[config.mk]
export PLATFORM = sky130hd
export DESIGN_NAME = olp_macrocells
export DESIGN_NICKNAME = d
export VERILOG_FILES = /design/src/core/olp_pkg.sv /design/src/core/olp_macrocells.sv
export SDC_FILE = /design/constraint.sdc
export NUM_CORES = 1
export LEC_CHECK = 0
export ABC_AREA = 1
export BUFFER_PORTS_ARGS = -buffer_cell sky130_fd_sc_hd__clkbuf_2
export CORE_UTILIZATION = 28
export DETAILED_ROUTE_END_ITERATION = 6
export GPL_TIMING_DRIVEN = 0
export RECOVER_POWER = 50
export SLEW_MARGIN = 30
export SYNTH_ARGS = -nofsm -noshare
export SYNTH_HDL_FRONTEND = slang
export SYNTH_SLANG_ARGS = --single-unit
[constraint.sdc]
create_clock -name sys_clk -period 0.9 [get_ports sys_clk]
set_input_delay 0.09 -clock sys_clk [delete_from_list [all_inputs] [get_ports sys_clk]]
set_output_delay 0.09 -clock sys_clk [all_outputs]
set_load 0.01 [all_outputs]
[src/core/olp_pkg.sv]
package olp_pkg;
    // Number of output macrocells
    localparam int OLP_CELLS = 10;
    // Fuse select encodings: {feedback_select_fuse, polarity_select_fuse}
    localparam logic [1:0] OLP_MODE_REG_LOW = 2'h0;
    localparam logic [1:0] OLP_MODE_REG_HIGH = 2'h1;
    localparam logic [1:0] OLP_MODE_COMB_LOW = 2'h2;
    localparam logic [1:0] OLP_MODE_COMB_HIGH = 2'h3;
    // Bit positions inside a select pair
    localparam int OLP_POL_BIT = 0;
    localparam int OLP_FB_BIT = 1;
    // Register value after power-up clear
    localparam logic OLP_CLEAR_VALUE = 1'h0;
    // Preload step timing and the clock period, in ns
    localparam int OLP_STEP_MIN_NS = 100;
    localparam int OLP_STEP_MAX_NS = 1000;
    localparam int OLP_CLK_PERIOD_NS = 25;
    localparam int OLP_STEP_MIN_CYC = (OLP_STEP_MIN_NS + OLP_CLK_PERIOD_NS - 1)
        / OLP_CLK_PERIOD_NS;
    localparam int OLP_STEP_MAX_CYC = OLP_STEP_MAX_NS / OLP_CLK_PERIOD_NS;

    // Per-cell fuse selects
    typedef struct packed {
        logic feedback_select_fuse;
        logic polarity_select_fuse;
    } olp_sel_t;

    // Pin group of one direction across all cells
    typedef struct packed {
        logic [OLP_CELLS-1:0] o;
        logic [OLP_CELLS-1:0] oe;
    } olp_pin_out_t;

    // All state of the block
    typedef struct packed {
        logic [1:0] pre_sync;
        logic [1:0] clk_sync;
        logic clk_prev;
        logic [OLP_CELLS-1:0] pin_s1;
        logic [OLP_CELLS-1:0] pin_s2;
        logic [OLP_CELLS-1:0] q;
    } olp_state_t;
endpackage

[src/core/olp_macrocells.sv]
`timescale 1ns/1ps
// =====================================================================
// Summary of operation
// - Each preload clock loads every output register from its own pin, so one sequence can load all registers.
// - With preload enable high, a clock pulse loads each register from its forced pin level.
// - After preload an active-high registered cell's pin shows the stored register state and an active-low one its inverse, so the load can be checked.
// - Power-up clears every output register to zero without a clock edge.
// - After clear the pin level follows the programmed polarity, not the raw register.
// - Power-up clear acts on registered outputs only; combinational outputs are untouched.
// - After clear an active-low registered output reads high and an active-high one low.
// - Select 00/01 registered low/high with register feedback, 10/11 combinational with pin feedback.
module olp_macrocells (
    input wire logic sys_clk,
    input wire logic nrst,
    input wire logic array_clk,
    input wire logic preload_supervoltage_level,
    input wire olp_pkg::olp_sel_t [olp_pkg::OLP_CELLS-1:0] sel,
    input wire logic [olp_pkg::OLP_CELLS-1:0] array_sum,
    input wire logic [olp_pkg::OLP_CELLS-1:0] array_oe,
    input wire logic [olp_pkg::OLP_CELLS-1:0] pin_i,
    output olp_pkg::olp_pin_out_t pins,
    output logic [olp_pkg::OLP_CELLS-1:0] feedback,
    output logic preload_active
);
    import olp_pkg::*;

    olp_state_t state_reg;
    olp_state_t state_next;
    logic clk_rise;

    // Pin level for a cell from its mode and the two data sources
    function automatic logic cell_level(input olp_sel_t s, input logic q, input logic comb);
        logic d;
        d = s.feedback_select_fuse ? comb : q;
        return s.polarity_select_fuse ? d : ~d;
    endfunction

    // =================================================================
    // Next state
    // Preload and array clock are pins, so both are double synchronised;
    // edges are found on the second stage only.
    // A third flop holds the previous synced clock level, so that the first
    // stage, which may still be metastable, never feeds the edge detector.
    // Cost: one more cycle of latency from pin edge to register load.
    always_comb begin
        state_next = state_reg;
        state_next.pre_sync = {state_reg.pre_sync[0], preload_supervoltage_level};
        state_next.clk_sync = {state_reg.clk_sync[0], array_clk};
        state_next.clk_prev = state_reg.clk_sync[1];
        state_next.pin_s1 = pin_i;
        state_next.pin_s2 = state_reg.pin_s1;
        clk_rise = state_reg.clk_sync[1] & ~state_reg.clk_prev;
        for (int i = 0; i < OLP_CELLS; i++) begin
            if (clk_rise) begin
                if (state_reg.pre_sync[1]) begin
                    // Every cell loads from its pin; only a forced pin gives a known level
                    state_next.q[i] = state_reg.pin_s2[i];
                end else if (!sel[i].feedback_select_fuse) begin
                    state_next.q[i] = array_sum[i];
                end
            end
        end
    end

    // =================================================================
    // State register; the async clear stands for power-up reset
    always_ff @(posedge sys_clk or negedge nrst) begin
        if (!nrst) begin
            state_reg <= '0;
        end else begin
            state_reg <= state_next;
        end
    end

    // =================================================================
    // Pin drive, feedback and preload flag
    always_comb begin
        preload_active = state_reg.pre_sync[1];
        for (int i = 0; i < OLP_CELLS; i++) begin
            // Polarity applies to the register, so a cleared cell reads per fuse
            pins.o[i] = cell_level(sel[i], state_reg.q[i], array_sum[i]);
            // Drivers off during preload to avoid contention with the tester
            pins.oe[i] = array_oe[i] & ~state_reg.pre_sync[1];
            // Registered cells feed back the register, combinational the pin
            feedback[i] = sel[i].feedback_select_fuse ? state_reg.pin_s2[i]
                                                      : state_reg.q[i];
        end
    end
endmodule

* Word-level counts from Yosys, hierarchy flattened
Index checks and enable logic that the tools add are counted.
Operators by class: equal/unequal tests 10, muxes and demuxes 50, bitwise operators 23, reduce and logical (&&, ||, !) cells 10
Operators by type and width (number):
- $mux W1 | 50
- $ne A2 B1 Y1 const B | 10
- $reduce_and A2 Y1 | 10
- $not A1 Y1 | 12
- $and A1 B1 Y1 | 11
Storage, ports and cells: flip-flop bits (word level) 35, input port bits 54, output and inout bits 31, word-level logic and storage cells 108

* Longest topological paths before layout
Gate-level depths: netlist of run 1.
depth in word-level cells 3, gate-level depth with buffers 6, depth with buffers taken out 5

* Least setup slack after synthesis of run 1
OpenSTA, ideal clock, no wires.
path type register to output, start point register state_reg (netlist bit preload_active), end point output pins[0] (netlist name), arrival 953 ps, required time 810 ps, setup slack -143 ps, cell stages (with the launch flop) 4, path buffers 2, cells stage by stage dfrtp_1 buf_4 buf_4 nor2_1
RTL lines:
- from (decl) | line olp_macrocells.sv:27 | olp_state_t state_reg;
- from (signal assigned) | line olp_macrocells.sv:71 | state_reg <= state_next;
- to (decl) | line olp_macrocells.sv:21 | output olp_pkg::olp_pin_out_t pins,

==> results of run 1 <==
## synth_stat cells, drive strengths merged
cell type and number:
dfrtp 35, buf 5, nor2 31, nand2 151
inv 23, nand3b 10
## logic make-up (layout without fill, tap and decap cells)
group                  count (synthesis)  in the layout  share of synthesized area [%]
buffers and inverters                 28            149                           6.74
AND/OR/NAND/NOR                      192            192                           43.6
flip-flops                            35             35                           49.7
## power by group
part           leakage, nW  switching [mW]  internal, mW
Clock               0.0482           0.533         0.617
Sequential           0.415          0.0750          1.70
Combinational         1.24           0.572         0.576
## per-layer routing
| metal | global-route usage (%) | vias up |
|---|---|---|
| met1 | 16.1 | 828 |
| li1 | - | 993 |
| met2 | 25.8 | 57 |
| met4 | 4.29 | 0 |
| met3 | 3.37 | 5 |
| met5 | 0 | - |
## layout make-up
type                       count  area, um2
sequential                    35        877
clock inverter                 1       5.00
tap                           75       93.8
timing repair buffer         113        830
fill                         565       3010
buffer                         5       85.1
multi-input combinational    192        906
clock buffer                   7       86.3
inverter                      23       98.8
## worst max-delay path by stage
stage	slack [ns]	depth (start not counted)	end	start
after CTS	-0.37	4	pins[9]	preload_active
after floorplan	-0.02	3	pins[0]	preload_active
final	-0.34	4	pins[1]	preload_active
after detailed placement	-0.14	4	pins[9]	preload_active
after global routing	-0.40	4	pins[1]	preload_active
after global placement	-0.13	4	pins[2]	preload_active
## stage by stage
stage	setup TNS, ns	hold slack, ns	std cells	util (%)
3_3_place_gp	-2.15	0.199	414	39.7
5_1_grt	-12.04	-0.0155	451	49.8
2_1_floorplan	-0.239	-0.206	255	-
3_5_place_dp	-2.58	0.200	414	39.7
4_1_cts	-9.11	-0.0590	439	44.8
6_report	-9.57	-0.0908	451	49.8
## worst max-delay path, cell delays in order (launching register included)
cell	delay [ns]
dfrtp_2	0.41
buf_8	0.14
buf_16	0.14
nor2_4	0.08
buf_6	0.10
## timing repair
| action | 4_1_cts | 5_1_grt |
|---|---|---|
| resized for setup | 14 | 53 |
| hold endpoints to repair | 47 | 35 |
| endpoints found under the setup margin | 41 | 41 |
| pin swaps | 11 | 18 |
| gates cloned | 1 | 3 |
| setup buffers | 4 | 9 |
## placed cells by master, fill, tap and decap left out
master / n
clkinv_8: 1
nand2_4: 1
nor2_4: 11
inv_2: 1
nand2_1: 127
buf_6: 13
clkinv_2: 1
clkbuf_16: 3
buf_2: 3
dfrtp_1: 34
buf_4: 12
clkbuf_1: 1
nor2_1: 20
nand3b_1: 10
dfrtp_2: 1
clkbuf_2: 68
buf_8: 4
nand2_2: 23
dlygate4sd3_1: 12
clkbuf_8: 6
inv_1: 21
buf_12: 2
buf_16: 1
==> metrics.md, run 1 <==
| Metric | Value |
|---|---|
| Diodes inserted | 0 |
| Post-DP HPWL | 3020 um |
| Die Footprint | ~6600 um2 |
| FF-to-FF Start | preload_active |
| Fin crit share | 138% |
| Avg Cell Area, Syn | ~6.9 um2 |
| CTS root buf | clkbuf_8 |
| Netlist cell types | 10 |
| Syn Std Cell Area | 1760 um2 |
| Post-Syn Nets | 309 |
| Worst R2R Setup Slack | -0.27 ns |
| Post-synthesis sequential area ratio | 49.7% |
| Count of pins over their slew limit | 0 |
| Lkg Pwr | 1.71 nW |
| Relative slew slack | between 40 and 50% |
| # IOs | 85 |
| Pre-CTS setup slack | -0.145 ns |
| Synth area leaders | dfrtp_1 (50%), nand2_1 (32%), nor2_1 (6.4%) |
| Final Hold Fails | 35 |
| Area fraction of the dominant cell type after synthesis | 49.7% |
| Number of placement rows | 28 |
| Initial Util | 29.4% |
| Final Skew | 0.00361 ns |
| WL met3 | 236 um |
| Number of global-route vias before repair | roughly 1,600 |
| Total gr overflow | 0 |
| Clk slew on worst S/H paths | 0.07 ns |
| Setup ws final | -0.344 ns |
| Number of synthesized register bits | 35 |
| Vias/cell | 4.18 |
| CTS Buf Count | 5 |
| Clock Path Buffers | 2 |
| Antenna violations before repair | 0 |
| Hold_ws | -0.0908 ns |
| RSZ-0062 raised after global routing | yes |
| Wire per inst | 10.9 um |
| Largest register FFs | 21 |
| Post-Syn Instances | 255 |
| Fin crit period | ~1.2 ns |
| Layout cell share with drive strength beyond 1 | 40.2% |
| Drt total wl | 4930 um |
| Clock latency of the later-clocked register in the worst-skew pair | 0.28 ns |
| Top Layer Used | met4 |
| Syn. warnings | 0 |
| DIE WIDTH | slightly above 80 um |
| Hold WC Path Type | in2async |
| CP Class | reg2out |
| Launching element type of the critical path | register |
| CTS tree | done |
| Via count | 1,883 |
| H-Tree Depth | 2 |
| Endpoints failing setup | 41 |
| Nets@finish | about 430 |
| Core ar. | 5990 um2 |
| First DRT Iteration DRCs | 34 |
| CP Data Required Time | 0.81 ns |
| Remaining antenna violation count | 0 |
| Placement Cell Area | 2380 um2 |
| FF-to-FF End | state_reg[7] |
| DRC Markers | 0 |
| Failing checks | hold timing, setup timing |
| Power per cell area | about 1400 nW/um2 |
| Status | complete, but fails checks |
| Worst slew pin tran | around 0.87 ns |
| Worst path arrival time | 1.15 ns |
| Area grow syn2layout | 69.1% |
| Total track usage | 14.1% |
| Clock sink total | 35 |
| First-pass GRT wire length | 6910 um |
| Peak supply drop | 1.06 mV |
| CP Capture Type | output port |
| GPL Wtd Cong | 0.739 |
| Number of port buffers | between 80 and 90 |
| First-pass detailed-route iteration total | 4 |
| Synth area leader | dfrtp_1 |
| Worst-path fanout max | 5 |
| Post-route cell area | a little under 3000 um2 |
| Peak Freq | 804 MHz |
| Number of max-cap violations | 0 |
| M1 WL | 2120 um |
| Final Power | roughly 4.1 mW |
| Reg2Reg Depth | 8 |
| Hold-fix buffers, CTS | 12 |
| Met2 routed WL | 2530 um |
| Largest net degree at the start of global routing | 36 |
| Die Y-Extent | ~80 um |
No activity file was read; power rests on OpenSTA's default activity.
==> run 2: changes to the inputs <==
--- a/config.mk
+++ b/config.mk
@@ -7,6 +7,7 @@
 export LEC_CHECK = 0
 export ABC_AREA = 1
 export BUFFER_PORTS_ARGS = -buffer_cell sky130_fd_sc_hd__clkbuf_2
+export CORE_MARGIN = 1.5
 export CORE_UTILIZATION = 28
 export DETAILED_ROUTE_END_ITERATION = 6
 export GPL_TIMING_DRIVEN = 0
==> run 2 against run 1 <==
The run still ends with hold timing, setup timing left. First-iteration DRC count up 26%. Register-to-register slack better by 0.02 ns. Flip-flop and latch count is the same. Routed wire length down 5.6%. Global-route usage fell by 0.31 points.
==> metrics.md, run 2 (synthesis gave the netlist of run 1 again) <==
| Metric | Value |
|---|---|
| Status | complete, but fails checks |
| Failing checks | hold timing, setup timing |
| Final Hold Fails | 35 |
| Met1 global-route usage | between 15 and 20% |
| Layout cell share with drive strength beyond 1 | 37.9% |
| Hold WC Path Type | in2async |
| Top Usage Layer GRT | met2 |
| Post-route setup TNS | -9.60 ns |
| Die Y-Extent | 82.4 um |
| Antenna violations before repair | 0 |
| Reg2Reg Depth | 8 |
| FF-to-FF Start | preload_active |
| Bufs and invs on worst path | 3 |
| Worst slew pin tran | 0.850 ns |
| Most common cell after layout, fill and taps aside | nand2_1 |
| Relative slew slack | 43.3% |
| Lkg Pwr | 1.65 nW |
| Hold_ws | -0.0979 ns |
| FF-to-FF End | state_reg[3] |
| Clock latency of the later-clocked register in the worst-skew pair | a little under 0.3 ns |
| Worst path arrival time | 1.16 ns |
| Most frequent cells in the layout | nand2_1 (131), clkbuf_2 (69), dfrtp_1 (34), inv_1 (21) |
| DP Cell Count | 414 |
| Layout fillers | 581 |
| Count of pins over their slew limit | 0 |
| Met3 Use GR | 3.85% |
| Peak Freq | 798 MHz |
| CTS tree | done |
| CP Capture Type | output port |
| Total track usage | 13.8% |
| Fin crit period | 1.25 ns |
| DRC Markers | 0 |
| CTS root buf | clkbuf_8 |
| Post-DP HPWL | 3100 um |
| Clk slew on worst S/H paths | 0.06 ns |
| CP Data Required Time | between 0.8 and 0.9 ns |
| Number of port buffers | 84 |
| Hold-fix buffers, CTS | 12 |
| Final Power | a little over 4 mW |
| Diodes inserted | 0 |
| DIE WIDTH | between 80 and 90 um |
| Power per cell area | around 1400 nW/um2 |
| Nets@finish | 420 |
| Setup ws final | -0.354 ns |
| Initial Util | between 20% and 30% |
| Number of global-route vias before repair | 1,569 |
| Remaining antenna violation count | 0 |
| CP Class | reg2out |
| First-pass detailed-route iteration total | 4 |
| Die Footprint | 6780 um2 |
| Drt total wl | 4650 um |
| First DRT Iteration DRCs | 43 |
| RSZ-0062 raised after global routing | yes |
| GPL Wtd Cong | 0.740 |
| Worst-path fanout max | 5 |
| Endpoints failing setup | 41 |
| Number of placement rows | 28 |
| Total gr overflow | 0 |
| Worst R2R Setup Slack | -0.25 ns |
| Fin cells | between 400 and 500 |
| First-pass GRT wire length | around 6900 um |
| Number of max-cap violations | 0 |
| Clock Path Buffers | 2 |
| Largest net degree at the start of global routing | 36 |
| H-Tree Depth | 2 |
| Top Family by Delay on Critical Path | flip-flops |
| CTS Buf Count | 5 |
| Fin crit share | 139% |
| Largest register FFs | 21 |
| Clock sink total | 35 |
| Fin util | 48.3% |
| Crit path cell chain | buf_8, buf_12, nor2_4, buf_6 |
| CP max-delay cell | dfrtp_2 |
| Launching element type of the critical path | register |
| Vias/cell | 4.20 |
| Met2 GRT Util | a little under a quarter |
| Area grow syn2layout | 64.0% |
| Via count | 1,857 |
| Wire per inst | about 11 um |
| Peak supply drop | approximately 1.1 mV |
| Core ar. | 5990 um2 |
| Final Skew | around 0.0042 ns |
| Crit-path max cell delay | roughly 0.4 ns |
| # IOs | 85 |
[run 2: cell count changes in the layout (fill, tap and decap cells not counted), moves of 3 or more]
cell | before | now
buf_4 | 12 | 2
buf_6 | 13 | 16
nand2_1 | 127 | 131
nand2_2 | 23 | 19
[run 2: worst max path at each step]
stage                               from  endpoint  slack, ns  cells past startpoint
final                     preload_active   pins[6]      -0.35                      4
after global routing      preload_active   pins[1]      -0.40                      4
after CTS                 preload_active   pins[3]      -0.38                      4
after detailed placement  preload_active   pins[3]      -0.14                      4
after global placement    preload_active   pins[5]      -0.13                      4
after floorplan           preload_active   pins[0]      -0.02                      3
[run 2: area by class of cell]
| class | instances | area, um2 | area share, % |
|---|---|---|---|
| Multi-Input combinational cell | 192 | 898 | 31.1 |
| Tap cell | 75 | 93.8 | 3.25 |
| Clock buffer | 8 | 100 | 3.46 |
| Timing Repair Buffer | 104 | 748 | 25.9 |
| Buffer | 5 | 80.1 | 2.77 |
| Inverter | 23 | 93.8 | 3.25 |
| Sequential cell | 35 | 877 | 30.3 |
[run 2: power by group]
part           internal [mW]  switching [mW]
clock                  0.698           0.533
combinational          0.517           0.544
sequential              1.70          0.0775
[run 2: timing repair]
item	4_1_cts	5_1_grt
endpoints found under the setup margin	41	41
endpoints found under the hold margin	47	35
pin swaps	12	7
gates resized for setup	14	49
cloned	1	2
setup buffers	2	3
[run 2: metal layers]
layer / vias to the layer above / routed length (um)
li1: 976 / -
met1: 819 / 1990
met2: 57 / 2310
met3: 5 / 295
met4: 0 / 49
met5: - / 0
[run 2: metrics by stage]
step	hold WS (ns)	area, um2	setup WS (ns)
2_1_floorplan	-0.206	1860	-0.0210
3_3_place_gp	0.197	2380	-0.131
3_5_place_dp	0.200	2380	-0.140
4_1_cts	-0.0569	2680	-0.375
5_1_grt	-0.0193	2890	-0.398
6_report	-0.0979	2890	-0.354
==> run 3: changes to the inputs <==
--- a/config.mk
+++ b/config.mk
@@ -12,6 +12,7 @@
 export DETAILED_ROUTE_END_ITERATION = 6
 export GPL_TIMING_DRIVEN = 0
 export RECOVER_POWER = 50
+export SKIP_CTS_REPAIR_TIMING = 1
 export SLEW_MARGIN = 30
 export SYNTH_ARGS = -nofsm -noshare
 export SYNTH_HDL_FRONTEND = slang
==> run 3 against run 2 <==
The flow still finishes with violations (hold timing, setup timing). Maximum frequency down 2.9%. Worst hold slack improved by 0.0013 ns. Register-to-register slack better by 0.07 ns. Global-route usage decreased by 0.60 points. Core utilization is 0.71 points lower. Power down 0.62%. Clock power is essentially flat. Highest routed layer unchanged.
==> metrics.md, run 3 (synthesis gave the netlist of run 1 again) <==
| Metric | Value |
|---|---|
| Number of global-route vias before repair | between 1,000 and 1,500 |
| Antenna violations before repair | 0 |
| Peak supply drop | 1.15 mV |
| Total gr overflow | 0 |
| Final Hold Fails | 35 |
| Largest net degree at the start of global routing | 36 |
| Power per cell area | 1420 nW/um2 |
| Met3 Use GR | under 10% |
| CP Class | reg2out |
| CP Capture Type | output port |
| CTS tree | done |
| Failing checks | hold timing, setup timing |
| CTS Buf Count | 5 |
| Initial Util | 29.4% |
| Remaining antenna violation count | 0 |
| Number of port buffers | 84 |
| # IOs | 85 |
| First-pass GRT wire length | 6620 um |
| Status | complete, but fails checks |
| Hold_ws | -0.0966 ns |
| Drt total wl | about 4500 um |
| Fin crit share | 143% |
| Post-DP HPWL | about 3100 um |
| Clock latency of the later-clocked register in the worst-skew pair | 0.29 ns |
| Setup ws final | -0.391 ns |
| Die Footprint | 6780 um2 |
| Met2 GRT Util | a little over a fifth |
| GPL Wtd Cong | 0.740 |
| Worst path arrival time | 1.20 ns |
| Fin crit period | around 1.3 ns |
| Clock sink total | 35 |
| Wire per inst | around 10 um |
| Core ar. | 5990 um2 |
| DRC Markers | 0 |
| Final Skew | 0.00279 ns |
| DIE WIDTH | approximately 82 um |
| Crit-path max cell delay | 0.42 ns |
| Layout fillers | 585 |
| Launching element type of the critical path | register |
| Clk slew on worst S/H paths | 0.06 ns |
| Area grow syn2layout | 61.6% |
| Via count | 1,854 |
| Largest register FFs | 21 |
| Endpoints failing setup | 41 |
| Vias/cell | around 4.2 |
| Nets@finish | 420 |
| Number of max-cap violations | 0 |
| Hold WC Path Type | in2async |
| Crit path cell chain | buf_12, clkbuf_16, nor2_4, buf_6 |
| Bufs and invs on worst path | 3 |
| First-pass detailed-route iteration total | 4 |
| Most common cell after layout, fill and taps aside | nand2_1 |
| Met1 global-route usage | roughly 16% |
| Worst slew pin tran | 0.866 ns |
| Layout cell share with drive strength beyond 1 | 36.0% |
| CTS root buf | clkbuf_8 |
| Diodes inserted | 0 |
| CP Data Required Time | 0.81 ns |
| First DRT Iteration DRCs | 31 |
| Worst-path fanout max | 7 |
| Most frequent cells in the layout | nand2_1 (139), clkbuf_2 (67), dfrtp_1 (34), inv_1 (21), nor2_1 (18) |
| Relative slew slack | 42.3% |
| Post-route setup TNS | -8.98 ns |
| H-Tree Depth | 2 |
| Clock Path Buffers | 2 |
| Die Y-Extent | 82.4 um |
| Top Family by Delay on Critical Path | flip-flops |
| Total track usage | a little over an eighth |
| Count of pins over their slew limit | 0 |
| Number of placement rows | 28 |
| RSZ-0062 raised after global routing | yes |
| Peak Freq | 775 MHz |
| Fin util | between 40% and 50% |
| Top Usage Layer GRT | met2 |
| Lkg Pwr | roughly 1.6 nW |
| CP max-delay cell | dfrtp_2 |
-- run 3: changes by cell type in the layout (fill, tap and decap cells not counted), sizes merged --
cell,before,now
clkbuf,79,78
nor2,31,32
-- run 3: area by class of cell --
class                           instances  area (um2)  area share, %
Buffer                                  5        81.3           2.85
Clock buffer                            8         100           3.51
Inverter                               23        91.3           3.21
Multi-Input combinational cell        193         887           31.1
Sequential cell                        35         877           30.8
Tap cell                               75        93.8           3.29
Timing Repair Buffer                  103         718           25.2
-- run 3: power by group --
group          internal, mW  switching (mW)  leakage [nW]
logic                 0.499           0.529          1.17
registers              1.70          0.0763         0.415
clock network         0.698           0.541        0.0515
total                  2.90            1.15          1.64
-- run 3: worst paths after layout --
| kind | start | cells past startpoint | endpoint | slack, ns |
|---|---|---|---|---|
| setup / recovery | preload_active | 4 | pins[6] | -0.39 |
| hold / removal | nrst | 1 | state_next[11] | -0.1 |
| setup reg to reg | preload_active | 7 | state_reg[1] | -0.18 |
| hold reg to reg | state_next[13] | 0 | state_reg[13] | 0.35 |
| max in group asynchronous | nrst | 1 | preload_active | 0.41 |
| min in group sys_clk | array_sum[9] | 5 | state_reg[9] | 0.11 |
-- run 3: metal layers --
| layer | routed length (um) | up-vias |
|---|---|---|
| li1 | - | 976 |
| met1 | 1930 | 808 |
| met2 | 2230 | 62 |
| met3 | 306 | 8 |
| met4 | 73 | 0 |
| met5 | 0 | - |
-- run 3: metrics by stage --
stage | std cells | cell area (um2) | total power [mW] | setup slack [ns]
5_1_grt | 442 | 2850 | 4.30 | -0.435
3_5_place_dp | 414 | 2380 | 2.65 | -0.140
4_1_cts | 422 | 2480 | 3.91 | -0.460
2_1_floorplan | 255 | 1860 | 2.27 | -0.0210
6_report | 442 | 2850 | 4.05 | -0.391
3_3_place_gp | 414 | 2380 | 2.64 | -0.131
